### config.mk
export PLATFORM = sky130hd
export DESIGN_NAME = reset_and_stop_recovery_ctrl
export DESIGN_NICKNAME = d
export VERILOG_FILES = /design/src/hw/rst_stop_pkg.sv /design/src/hw/reset_and_stop_recovery_ctrl.sv
export SDC_FILE = /design/constraint.sdc
export NUM_CORES = 1
export LEC_CHECK = 0
export BUFFER_PORTS_ARGS = -buffer_cell sky130_fd_sc_hd__buf_2
export CORE_ASPECT_RATIO = 0.75
export CORE_UTILIZATION = 55
export DETAILED_ROUTE_END_ITERATION = 12
export PLACE_DENSITY = 0.8
export SLEW_MARGIN = 30
export SYNTH_ARGS = -nofsm -noshare
export SYNTH_HDL_FRONTEND = slang
export SYNTH_SLANG_ARGS = --single-unit
### constraint.sdc
create_clock -name I_CLK -period 4.79 [get_ports I_CLK]
set_clock_uncertainty 0.1 [all_clocks]
set_input_delay 0.2395 -clock I_CLK [delete_from_list [all_inputs] [get_ports I_CLK]]
set_output_delay 0.2395 -clock I_CLK [all_outputs]
set_load 0.02 [all_outputs]
### src/hw/rst_stop_pkg.sv
`default_nettype none
package rst_stop_pkg;
	// sequencer states, one-hot
	typedef enum logic [6:0] {
		ST_RUN = 7'h01,
		ST_STOP = 7'h02,
		ST_HOLD = 7'h04,
		ST_WAKE = 7'h08,
		ST_EXTEND = 7'h10,
		ST_FETCH_HI = 7'h20,
		ST_FETCH_LO = 7'h40
	} seq_state_t;

	// timing of the reset pin qualifier
	localparam int SYS_CLK_PERIOD_NS = 10;
	localparam int PIN_LOW_MIN_CYCLES = 4;
	localparam int GLITCH_MIN_NS = 12;
	localparam int GLITCH_RAW_CYCLES = (GLITCH_MIN_NS + SYS_CLK_PERIOD_NS - 1) / SYS_CLK_PERIOD_NS;
	localparam int GLITCH_CYCLES = (GLITCH_RAW_CYCLES < 1) ? 1 : GLITCH_RAW_CYCLES;
	localparam int LOW_CNT_W = 3;

	// hold period in internal oscillator cycles
	localparam int HOLD_CNT_W = 13;
	localparam logic [12:0] HOLD_SHORT_CYCLES = 13'd66;
	localparam logic [12:0] HOLD_LONG_CYCLES = 13'd5000;

	// reset vector location
	localparam int ADDR_W = 16;
	localparam logic [15:0] VECTOR_HI_ADDR = 16'h0002;
	localparam logic [15:0] VECTOR_LO_ADDR = 16'h0003;

	// debug line break length in bit times
	localparam int BREAK_CNT_W = 4;
	localparam logic [3:0] BREAK_BITS = 4'h9;

	// reset cause register layout
	localparam int CAUSE_POR_BIT = 7;
	localparam int CAUSE_STOP_BIT = 6;
	localparam int CAUSE_WDT_BIT = 5;
	localparam int CAUSE_EXT_BIT = 4;
	localparam logic [7:0] CAUSE_RESET_VALUE = 8'h80;
	localparam logic [7:0] CAUSE_FLAG_MASK = 8'hF0;
	localparam logic [7:0] CAUSE_EXT = 8'h10;
	localparam logic [7:0] CAUSE_WDT = 8'h20;
	localparam logic [7:0] CAUSE_DEBUG = 8'h80;
	localparam logic [7:0] CAUSE_STOP_GPIO = 8'h40;
	localparam logic [7:0] CAUSE_STOP_WDT = 8'h60;

	localparam int GPIO_W = 8;
endpackage
`default_nettype wire

### src/hw/reset_and_stop_recovery_ctrl.sv
`default_nettype none
module reset_and_stop_recovery_ctrl #(
	parameter logic [12:0] P_HOLD_LONG = rst_stop_pkg::HOLD_LONG_CYCLES
) (
	input wire logic I_CLK,
	input wire logic I_ARST_N,
	input wire logic I_RESET_PIN_N,
	output logic O_RESET_PIN_N,
	output logic O_RESET_PIN_OE,
	input wire logic I_GPIO_RESET_DRIVE,
	input wire logic I_OSC_TICK,
	input wire logic I_XTAL_EN,
	input wire logic I_STOP_MODE,
	input wire logic I_WDT_TIMEOUT,
	input wire logic I_WDT_RESET_MODE,
	input wire logic I_IRQ_ENABLE,
	input wire logic [7:0] I_GPIO_PINS,
	input wire logic [7:0] I_GPIO_WAKE_EN,
	input wire logic I_DBG_RESET_REQ,
	input wire logic I_DBG_PIN,
	input wire logic I_DBG_BIT_TICK,
	input wire logic I_DBG_STOP_SAMPLE,
	input wire logic I_DBG_TX_COLLISION,
	input wire logic I_CAUSE_READ,
	input wire logic [7:0] I_PMEM_DATA,
	output logic O_SYS_RESET,
	output logic O_CPU_RESET,
	output logic O_DBG_REQ_CLEAR,
	output logic O_DBG_ERROR,
	output logic O_OSC_IPO_SELECT,
	output logic O_WDT_IRQ,
	output logic O_PORT_IN_HOLD,
	output logic O_PORT_IN_LOAD,
	output logic [7:0] O_PORT_IN_DATA,
	output logic O_PMEM_RD,
	output logic [15:0] O_PMEM_ADDR,
	output logic O_PC_LOAD,
	output logic [15:0] O_PC,
	output logic [7:0] O_RESET_CAUSE
);

	// pick the hold limit for the current oscillator option
	function automatic logic [12:0] hold_limit(input logic xtal);
		hold_limit = xtal ? P_HOLD_LONG : rst_stop_pkg::HOLD_SHORT_CYCLES;
	endfunction

	// saturating increment for the debug break counter
	function automatic logic [3:0] sat_inc(input logic [3:0] v);
		sat_inc = (v == 4'hF) ? v : v + 4'h1;
	endfunction

	// synchroniser stages; first stages feed only the second
	logic rst_meta;
	logic rst_sync;
	logic [7:0] gpio_meta;
	logic [7:0] gpio_sync;
	logic dbg_meta;
	logic dbg_sync;

	rst_stop_pkg::seq_state_t state;
	rst_stop_pkg::seq_state_t next_state;

	logic [2:0] low_cnt; // consecutive low samples of the pin
	logic [12:0] hold_cnt; // oscillator ticks spent in hold or wake
	logic [3:0] break_cnt; // consecutive low bit times on debug line
	logic [7:0] gpio_snap; // pin levels captured at stop entry
	logic [7:0] pend_cause; // cause pattern loaded when the hold or wake delay ends
	logic wdt_irq_pend; // watchdog interrupt owed after wake
	logic drive_pin; // we pull the reset pin low
	logic [7:0] vec_hi; // high byte of the reset vector
	logic fetch_tail; // first cycle after the vector fetch

	// two-flop synchronisers for every pin input
	always_ff @(posedge I_CLK or negedge I_ARST_N) begin
		if (!I_ARST_N) begin
			rst_meta <= 1'b1;
			rst_sync <= 1'b1;
			gpio_meta <= 8'h00;
			gpio_sync <= 8'h00;
			dbg_meta <= 1'b1;
			dbg_sync <= 1'b1;
		end else begin
			rst_meta <= I_RESET_PIN_N;
			rst_sync <= rst_meta;
			gpio_meta <= I_GPIO_PINS;
			gpio_sync <= gpio_meta;
			dbg_meta <= I_DBG_PIN;
			dbg_sync <= dbg_meta;
		end
	end

	// state decode
	wire in_run = (state == rst_stop_pkg::ST_RUN);
	wire in_stop = (state == rst_stop_pkg::ST_STOP);
	wire in_hold = (state == rst_stop_pkg::ST_HOLD);
	wire in_wake = (state == rst_stop_pkg::ST_WAKE);

	// pin qualifier: four low samples when running, the glitch minimum in stop;
	// our own drive is masked so the indicator cannot retrigger us
	wire pin_low = !rst_sync && !drive_pin && !I_GPIO_RESET_DRIVE;
	wire [2:0] low_need = in_stop ? 3'(rst_stop_pkg::GLITCH_CYCLES) : 3'(rst_stop_pkg::PIN_LOW_MIN_CYCLES);
	wire pin_reset = pin_low && ((low_cnt + 3'h1) >= low_need);

	// hold/wake time-out, counted only on oscillator ticks
	wire hold_done = I_OSC_TICK && (hold_cnt >= hold_limit(I_XTAL_EN) - 13'h1);

	// debug line error detection
	wire break_seen = I_DBG_BIT_TICK && !dbg_sync && (sat_inc(break_cnt) >= rst_stop_pkg::BREAK_BITS);
	wire frame_err = I_DBG_STOP_SAMPLE && !dbg_sync;
	wire dbg_err = break_seen || frame_err || I_DBG_TX_COLLISION;

	// wake sources while stopped, and reset requests while running
	wire gpio_change = |((gpio_sync ^ gpio_snap) & I_GPIO_WAKE_EN);
	wire wdt_reset_run = in_run && I_WDT_TIMEOUT && I_WDT_RESET_MODE;
	wire dbg_reset_run = in_run && I_DBG_RESET_REQ;

	// entry into a full system reset or a wake and the cause it will leave behind
	wire enter_hold = (in_run && (pin_reset || wdt_reset_run || dbg_reset_run))
		|| (in_stop && (pin_reset || dbg_err));
	wire enter_wake = in_stop && !pin_reset && !dbg_err && (I_WDT_TIMEOUT || gpio_change);
	wire [7:0] entry_cause = pin_reset ? rst_stop_pkg::CAUSE_EXT
		: (dbg_err || dbg_reset_run) ? rst_stop_pkg::CAUSE_DEBUG
		: wdt_reset_run ? rst_stop_pkg::CAUSE_WDT
		: (I_WDT_TIMEOUT ? rst_stop_pkg::CAUSE_STOP_WDT : rst_stop_pkg::CAUSE_STOP_GPIO);
	wire leave_reset = (state == rst_stop_pkg::ST_FETCH_LO);
	wire cause_load = ((in_hold || in_wake) && hold_done && (next_state != rst_stop_pkg::ST_HOLD));

	// next-state decode
	always_comb begin
		next_state = state;
		unique case (state)
			rst_stop_pkg::ST_RUN: begin
				if (enter_hold) begin
					next_state = rst_stop_pkg::ST_HOLD;
				end else if (I_STOP_MODE) begin
					next_state = rst_stop_pkg::ST_STOP;
				end
			end
			rst_stop_pkg::ST_STOP: begin
				if (enter_hold) begin
					next_state = rst_stop_pkg::ST_HOLD;
				end else if (enter_wake) begin
					next_state = rst_stop_pkg::ST_WAKE;
				end
			end
			rst_stop_pkg::ST_HOLD: begin
				// a pin held low past the time-out keeps us in reset
				if (hold_done) begin
					next_state = rst_sync ? rst_stop_pkg::ST_FETCH_HI : rst_stop_pkg::ST_EXTEND;
				end
			end
			rst_stop_pkg::ST_WAKE: begin
				if (hold_done) begin
					next_state = rst_stop_pkg::ST_FETCH_HI;
				end
			end
			rst_stop_pkg::ST_EXTEND: begin
				// first rising clock edge with the pin seen high
				if (rst_sync) begin
					next_state = rst_stop_pkg::ST_FETCH_HI;
				end
			end
			rst_stop_pkg::ST_FETCH_HI: begin
				next_state = rst_stop_pkg::ST_FETCH_LO;
			end
			rst_stop_pkg::ST_FETCH_LO: begin
				next_state = rst_stop_pkg::ST_RUN;
			end
			default: begin
				// an illegal code falls back into a full reset
				next_state = rst_stop_pkg::ST_HOLD;
			end
		endcase
	end

	// state register; power-on starts in hold
	always_ff @(posedge I_CLK or negedge I_ARST_N) begin
		if (!I_ARST_N) begin
			state <= rst_stop_pkg::ST_HOLD;
		end else begin
			state <= next_state;
		end
	end

	// low-pulse counter, cleared by any high sample
	always_ff @(posedge I_CLK or negedge I_ARST_N) begin
		if (!I_ARST_N) begin
			low_cnt <= 3'h0;
		end else if (pin_low && (in_run || in_stop)) begin
			low_cnt <= (low_cnt == 3'h7) ? low_cnt : low_cnt + 3'h1;
		end else begin
			low_cnt <= 3'h0;
		end
	end

	// hold counter restarts on every entry into hold or wake
	always_ff @(posedge I_CLK or negedge I_ARST_N) begin
		if (!I_ARST_N) begin
			hold_cnt <= 13'h0000;
		end else if (!(in_hold || in_wake) || hold_done) begin
			hold_cnt <= 13'h0000;
		end else if (I_OSC_TICK) begin
			hold_cnt <= hold_cnt + 13'h0001;
		end
	end

	// break counter counts low bit times on the debug line
	always_ff @(posedge I_CLK or negedge I_ARST_N) begin
		if (!I_ARST_N) begin
			break_cnt <= 4'h0;
		end else if (I_DBG_BIT_TICK) begin
			break_cnt <= dbg_sync ? 4'h0 : sat_inc(break_cnt);
		end
	end

	// pin levels captured at stop entry for change detection
	always_ff @(posedge I_CLK or negedge I_ARST_N) begin
		if (!I_ARST_N) begin
			gpio_snap <= 8'h00;
		end else if (!in_stop) begin
			gpio_snap <= gpio_sync;
		end
	end

	// pending cause and the owed watchdog interrupt
	always_ff @(posedge I_CLK or negedge I_ARST_N) begin
		if (!I_ARST_N) begin
			pend_cause <= rst_stop_pkg::CAUSE_RESET_VALUE;
			wdt_irq_pend <= 1'b0;
		end else if (enter_hold || enter_wake) begin
			pend_cause <= entry_cause;
			wdt_irq_pend <= enter_wake && I_WDT_TIMEOUT && !I_WDT_RESET_MODE && I_IRQ_ENABLE;
		end else if (leave_reset) begin
			wdt_irq_pend <= 1'b0;
		end
	end

	// cause register: loaded as the hold or wake delay ends; a read clears the flags,
	// but a load in the same cycle wins so no event is lost
	always_ff @(posedge I_CLK or negedge I_ARST_N) begin
		if (!I_ARST_N) begin
			O_RESET_CAUSE <= rst_stop_pkg::CAUSE_RESET_VALUE;
		end else if (cause_load) begin
			O_RESET_CAUSE <= pend_cause;
		end else if (I_CAUSE_READ) begin
			O_RESET_CAUSE <= O_RESET_CAUSE & ~rst_stop_pkg::CAUSE_FLAG_MASK;
		end
	end

	// open-drain reset indicator; pin stays driven for the whole delay.
	// the synchroniser still shows our own low for two cycles after release,
	// so a hold normally passes briefly through extend before the fetch
	always_ff @(posedge I_CLK or negedge I_ARST_N) begin
		if (!I_ARST_N) begin
			drive_pin <= 1'b1;
		end else begin
			drive_pin <= (next_state == rst_stop_pkg::ST_HOLD);
		end
	end

	assign O_RESET_PIN_N = 1'b0;
	assign O_RESET_PIN_OE = drive_pin || I_GPIO_RESET_DRIVE;

	// reset levels: system reset only in hold and extend, CPU also during wake and fetch;
	// wake leaves the rest of the chip's registers alone
	always_ff @(posedge I_CLK or negedge I_ARST_N) begin
		if (!I_ARST_N) begin
			O_SYS_RESET <= 1'b1;
			O_CPU_RESET <= 1'b1;
		end else begin
			O_SYS_RESET <= (next_state == rst_stop_pkg::ST_HOLD)
				|| (next_state == rst_stop_pkg::ST_EXTEND);
			O_CPU_RESET <= (next_state != rst_stop_pkg::ST_RUN)
				&& (next_state != rst_stop_pkg::ST_STOP);
		end
	end

	// one-cycle event outputs
	always_ff @(posedge I_CLK or negedge I_ARST_N) begin
		if (!I_ARST_N) begin
			O_DBG_REQ_CLEAR <= 1'b0;
			O_DBG_ERROR <= 1'b0;
			O_OSC_IPO_SELECT <= 1'b0;
			O_WDT_IRQ <= 1'b0;
		end else begin
			O_DBG_REQ_CLEAR <= dbg_reset_run && enter_hold && !pin_reset;
			O_DBG_ERROR <= dbg_err;
			O_OSC_IPO_SELECT <= enter_wake;
			O_WDT_IRQ <= leave_reset && wdt_irq_pend;
		end
	end

	// port input data is frozen in stop and wake; only the level still
	// present when the wake delay ends is handed to the port register
	always_ff @(posedge I_CLK or negedge I_ARST_N) begin
		if (!I_ARST_N) begin
			O_PORT_IN_HOLD <= 1'b0;
			O_PORT_IN_LOAD <= 1'b0;
			O_PORT_IN_DATA <= 8'h00;
		end else begin
			O_PORT_IN_HOLD <= (next_state == rst_stop_pkg::ST_STOP)
				|| (next_state == rst_stop_pkg::ST_WAKE);
			O_PORT_IN_LOAD <= in_wake && hold_done;
			if (in_wake && hold_done) begin
				O_PORT_IN_DATA <= gpio_sync;
			end
		end
	end

	// vector fetch: high byte address, then low byte, then load PC;
	// memory data is taken one cycle after each read strobe
	always_ff @(posedge I_CLK or negedge I_ARST_N) begin
		if (!I_ARST_N) begin
			O_PMEM_RD <= 1'b0;
			O_PMEM_ADDR <= 16'h0000;
			vec_hi <= 8'h00;
			fetch_tail <= 1'b0;
			O_PC_LOAD <= 1'b0;
			O_PC <= 16'h0000;
		end else begin
			O_PMEM_RD <= (next_state == rst_stop_pkg::ST_FETCH_HI)
				|| (next_state == rst_stop_pkg::ST_FETCH_LO);
			if (next_state == rst_stop_pkg::ST_FETCH_HI) begin
				O_PMEM_ADDR <= rst_stop_pkg::VECTOR_HI_ADDR;
			end else if (next_state == rst_stop_pkg::ST_FETCH_LO) begin
				O_PMEM_ADDR <= rst_stop_pkg::VECTOR_LO_ADDR;
			end
			if (state == rst_stop_pkg::ST_FETCH_LO) begin
				vec_hi <= I_PMEM_DATA;
			end
			// read strobe is already low here, so the tail flag marks the low byte
			fetch_tail <= leave_reset;
			O_PC_LOAD <= fetch_tail;
			if (fetch_tail) begin
				O_PC <= {vec_hi, I_PMEM_DATA};
			end
		end
	end

endmodule
`default_nettype wire

==> impl_metrics.toml <==
[global_routing]
grt_start_max_net_pins = 77
grt_use_total_pct = 22.92
overflow = 0
grt_pass1_wl_um = 15930
grt_pass1_vias = 3329
grt_antenna_before_repair = 0

[floorplanning]
start_util_pct = 57.01
die-area_um2 = 9185
io_pins = 100
fp-row-count = 29
core_um2 = 8491
fp.dieW_um = 110.3
die_y_um = 83.25

[detailed_routing]
num_vias = 3358
wire_per_inst_um = 14.93
ant_nets = 0
route.detailed.drc = 0
firstDrtPassIters = 4
totalWireLength_um = 9464
via_per_inst = 5.297
drt_iter0_drc = 153

[run_status]
status = "finished, final reports clean"

[power_and_ir_drop]
p_seq_share_pct = 51.2
leakage_nw = 2.986
pwr-share-clk_pct = 36.0
internal_power_mw = 1.501
power_frac_comb_pct = 12.8
switching_power_mw = 0.5278
p_sw_share_pct = 26.02
p_per_area_nw_per_um2 = 354.6
max-vdd-ir-drop_v = 0.0002320
finalPower_mw = 2.028

[final_layout]
drive_gt1_share_pct = 28.14
diodes = 0
design_area_um2 = 5720
fin_nets = 574
synthToLayoutAreaGrowth_pct = 18.17

[sta]
setup-tns-final_ps = 0
finalHoldViolations = 0
period_share_pct = 85.68
fin_crit_ps = 4104
rsz0062_at_grt = "no"
slew_violations = 0
maxSlewHeadroom_pct = 55.13
finalSetupViolCount = 0
tightest_slew_ps = 673.1
timing.fmax_mhz = 243.6

[logic_synthesis]
syn_area_um2 = 4841
yosys_register_bits = 110
synth_warnings = 0
async_flop_share_pct = 100.0
synth_top_cell_area_share_pct = 51.69
synthTopCellsByArea = "dfrtp_1 52%, mux2_2 6.5%, dfstp_2 5.4%, nand2_1 5.0%, ha_1 3.4%"
synth_edf_count = 0
avgSynthCellArea_um2 = 11.47
synth_top_area_cell = "dfrtp_1"
syn_inst = 422
synthFlopType = "dfrtp_1"
ys_types = 55
seq_area_frac_synth_pct = 57.12

[worst_setup_path]
slowest_delay_ps = 590
startpoint_type = "flip-flop"
crit_chain = "nor4_1 > nand3_1 > inv_1 > ha_1 > and3_1 > o31ai_1 > a21oi_1 > a21oi_2 > o311ai_4 > o21bai_1"
cp_max_fo = 14
worstSetupPathType = "reg -> reg"
cp.required_ps = 4960
crit_slowest_cell = "nor4_1"
critical_path_arrival_ps = 4270
end_kind = "flip-flop"

[place]
placed_area_um2 = 5265
globalplace.congestion = 0.8309
port-buffer-count = 80
dp_hpwl_um = 6638

[clock_tree]
cts.reportedPaths.clkPinSlew_ps = 70
cts_tree = "yes"
ctsHoldBuffers = 16
insertion_delay_ps = 350
cts_sinks = 110
clock_path_buffers = 2
cts_resized = 0
cts_inserted_buffers = 9
ctsRootBufferMaster = "clkbuf_16"
post_cts_buffers = 0
htreeDepth = 3

[hold_path]
hold_class = "in -> reg"

[flow_run]
drv.max_cap_violation_count = 0
-- synth_stat cells (4+ instances only) --
cell type and instances:
dfstp_2 10, ha_1 13, o21ai_0 4, nor3_1 4, a21o_1 4, a21oi_1 10, xor2_1 16, nand4b_1 5
dfrtp_1 100, a22oi_1 4, nor2_1 43, nor2b_1 8, nand2_1 65, clkbuf_1 5, mux2_2 28, and3_1 4
inv_1 10, buf_4 19, xnor2_1 6, nand4_1 7, nand3_1 5, nand2b_1 4
-- cell families (layout without fill, tap and decap cells) --
kind of cell               count (synthesis)  after routing  share of synthesized area, %
AOI/OAI and AO/OA                         45             45                         7.471
xor gates and xnor gates                  22             22                         3.980
adders and majority gates                 13             13                         3.360
buffers and inverters                     37            123                         4.678
DFF                                      110            110                         57.12
muxes                                     30             30                         6.927
other                                      1             19                       0.07747
and+or+nand+nor                          164            164                         16.39
-- power groups by stage --
stage	clock network [mW]	registers, mW	logic [mW]
final	0.731	1.04	0.259
after global routing	0.781	1.04	0.289
after CTS	0.747	1.04	0.260
after detailed placement	0	1.05	0.248
after global placement	0	1.05	0.241
after floorplan	0	1.05	0.182
-- layout make-up --
type,count,area [um2]
sequential,110,2765
fill,641,2770
inverter,10,37.54
tap,108,135.1
clock buffer,10,229.0
clock inverter,6,62.56
multi-input combinational,293,1917
timing repair buffer,97,574.3
-- stage by stage --
stage / setup slack, ps / hold WS [ps] / instances / utilization (%)
2_1_floorplan: 1740 / -156.1 / 440 / -
6_report: 685.7 / 12.55 / 634 / 67.37
5_1_grt: 400.9 / 21.78 / 634 / 67.37
3_5_place_dp: 771.7 / 235.8 / 602 / 62.01
3_3_place_gp: 1037 / 231.8 / 602 / 62.01
4_1_cts: 743.7 / 6.201 / 634 / 67.33
-- layer usage --
layer  routed length (um)  vias up  GRT usage, %
li1                     -     1606             -
met1                 4584     1650         32.16
met2                 4423       96         35.91
met3                  375        6         5.495
met4                   81        0         5.742
met5                    0        -             0
-- cells in the final DEF (no fill, tap or decap), drive strengths merged, types with 2 or more instances in the layout --
master and count:
and2 2, a22oi 4, a31o 2, xor2 16
o2bb2ai 3, mux2 28, nand2 66, a21oi 12
dlygate4sd3 16, nor2 43, a2111oi 2, nand4 7
or3 3, o311ai 2, nor3 4, clkinvlp 3
o2111ai 2, conb 19, o21ai 4, ha 13
dfstp 10, and3 4, a21o 4, clkbuf 10
nand3 5, mux2i 2, and4 2, nor2b 8
nand4b 5, or2b 2, or2 2, clkinv 2
xnor2 6, nand2b 5, dfrtp 100, and4b 3
o31ai 2, inv 10, buf 81
-- path summary, 6_finish.rpt --
check,startpoint,to,slack [ps],cells past startpoint
min in group asynchronous,I_ARST_N,gpio_meta[6]$_DFF_PN0_,370,2
setup reg to reg,state[4]$_DFF_PN0_,O_SYS_RESET$_DFF_PN1_,690,10
setup / recovery,state[4]$_DFF_PN0_,O_SYS_RESET$_DFF_PN1_,690,10
hold reg to reg,gpio_meta[2]$_DFF_PN0_,gpio_sync[2]$_DFF_PN0_,250,0
max in group asynchronous,I_ARST_N,rst_sync$_DFF_PN1_,3280,3
hold / removal,I_PMEM_DATA[2],vec_hi[2]$_DFFE_PN0P_,10,3
-- registers in the layout, indices dropped and copies added, names as in the netlist, 2 cells and up --
name and count:
pend_cause 4, gpio_sync 8, state 7, O_PORT_IN_DATA 8, O_PC 16, vec_hi 8
gpio_meta 8, break_cnt 4, low_cnt 3, gpio_snap 8, O_PMEM_ADDR 2, hold_cnt 13
O_RESET_CAUSE 4
-- critical path, delay by kind of cell, from the launching register on --
kind,cells,cell delay (ps)
compound gates,5,1360
simple gates,3,1320
buf+inv,1,530
flops,1,410
fa+ha+maj,1,320
Power figures use the tool's default switching activity.
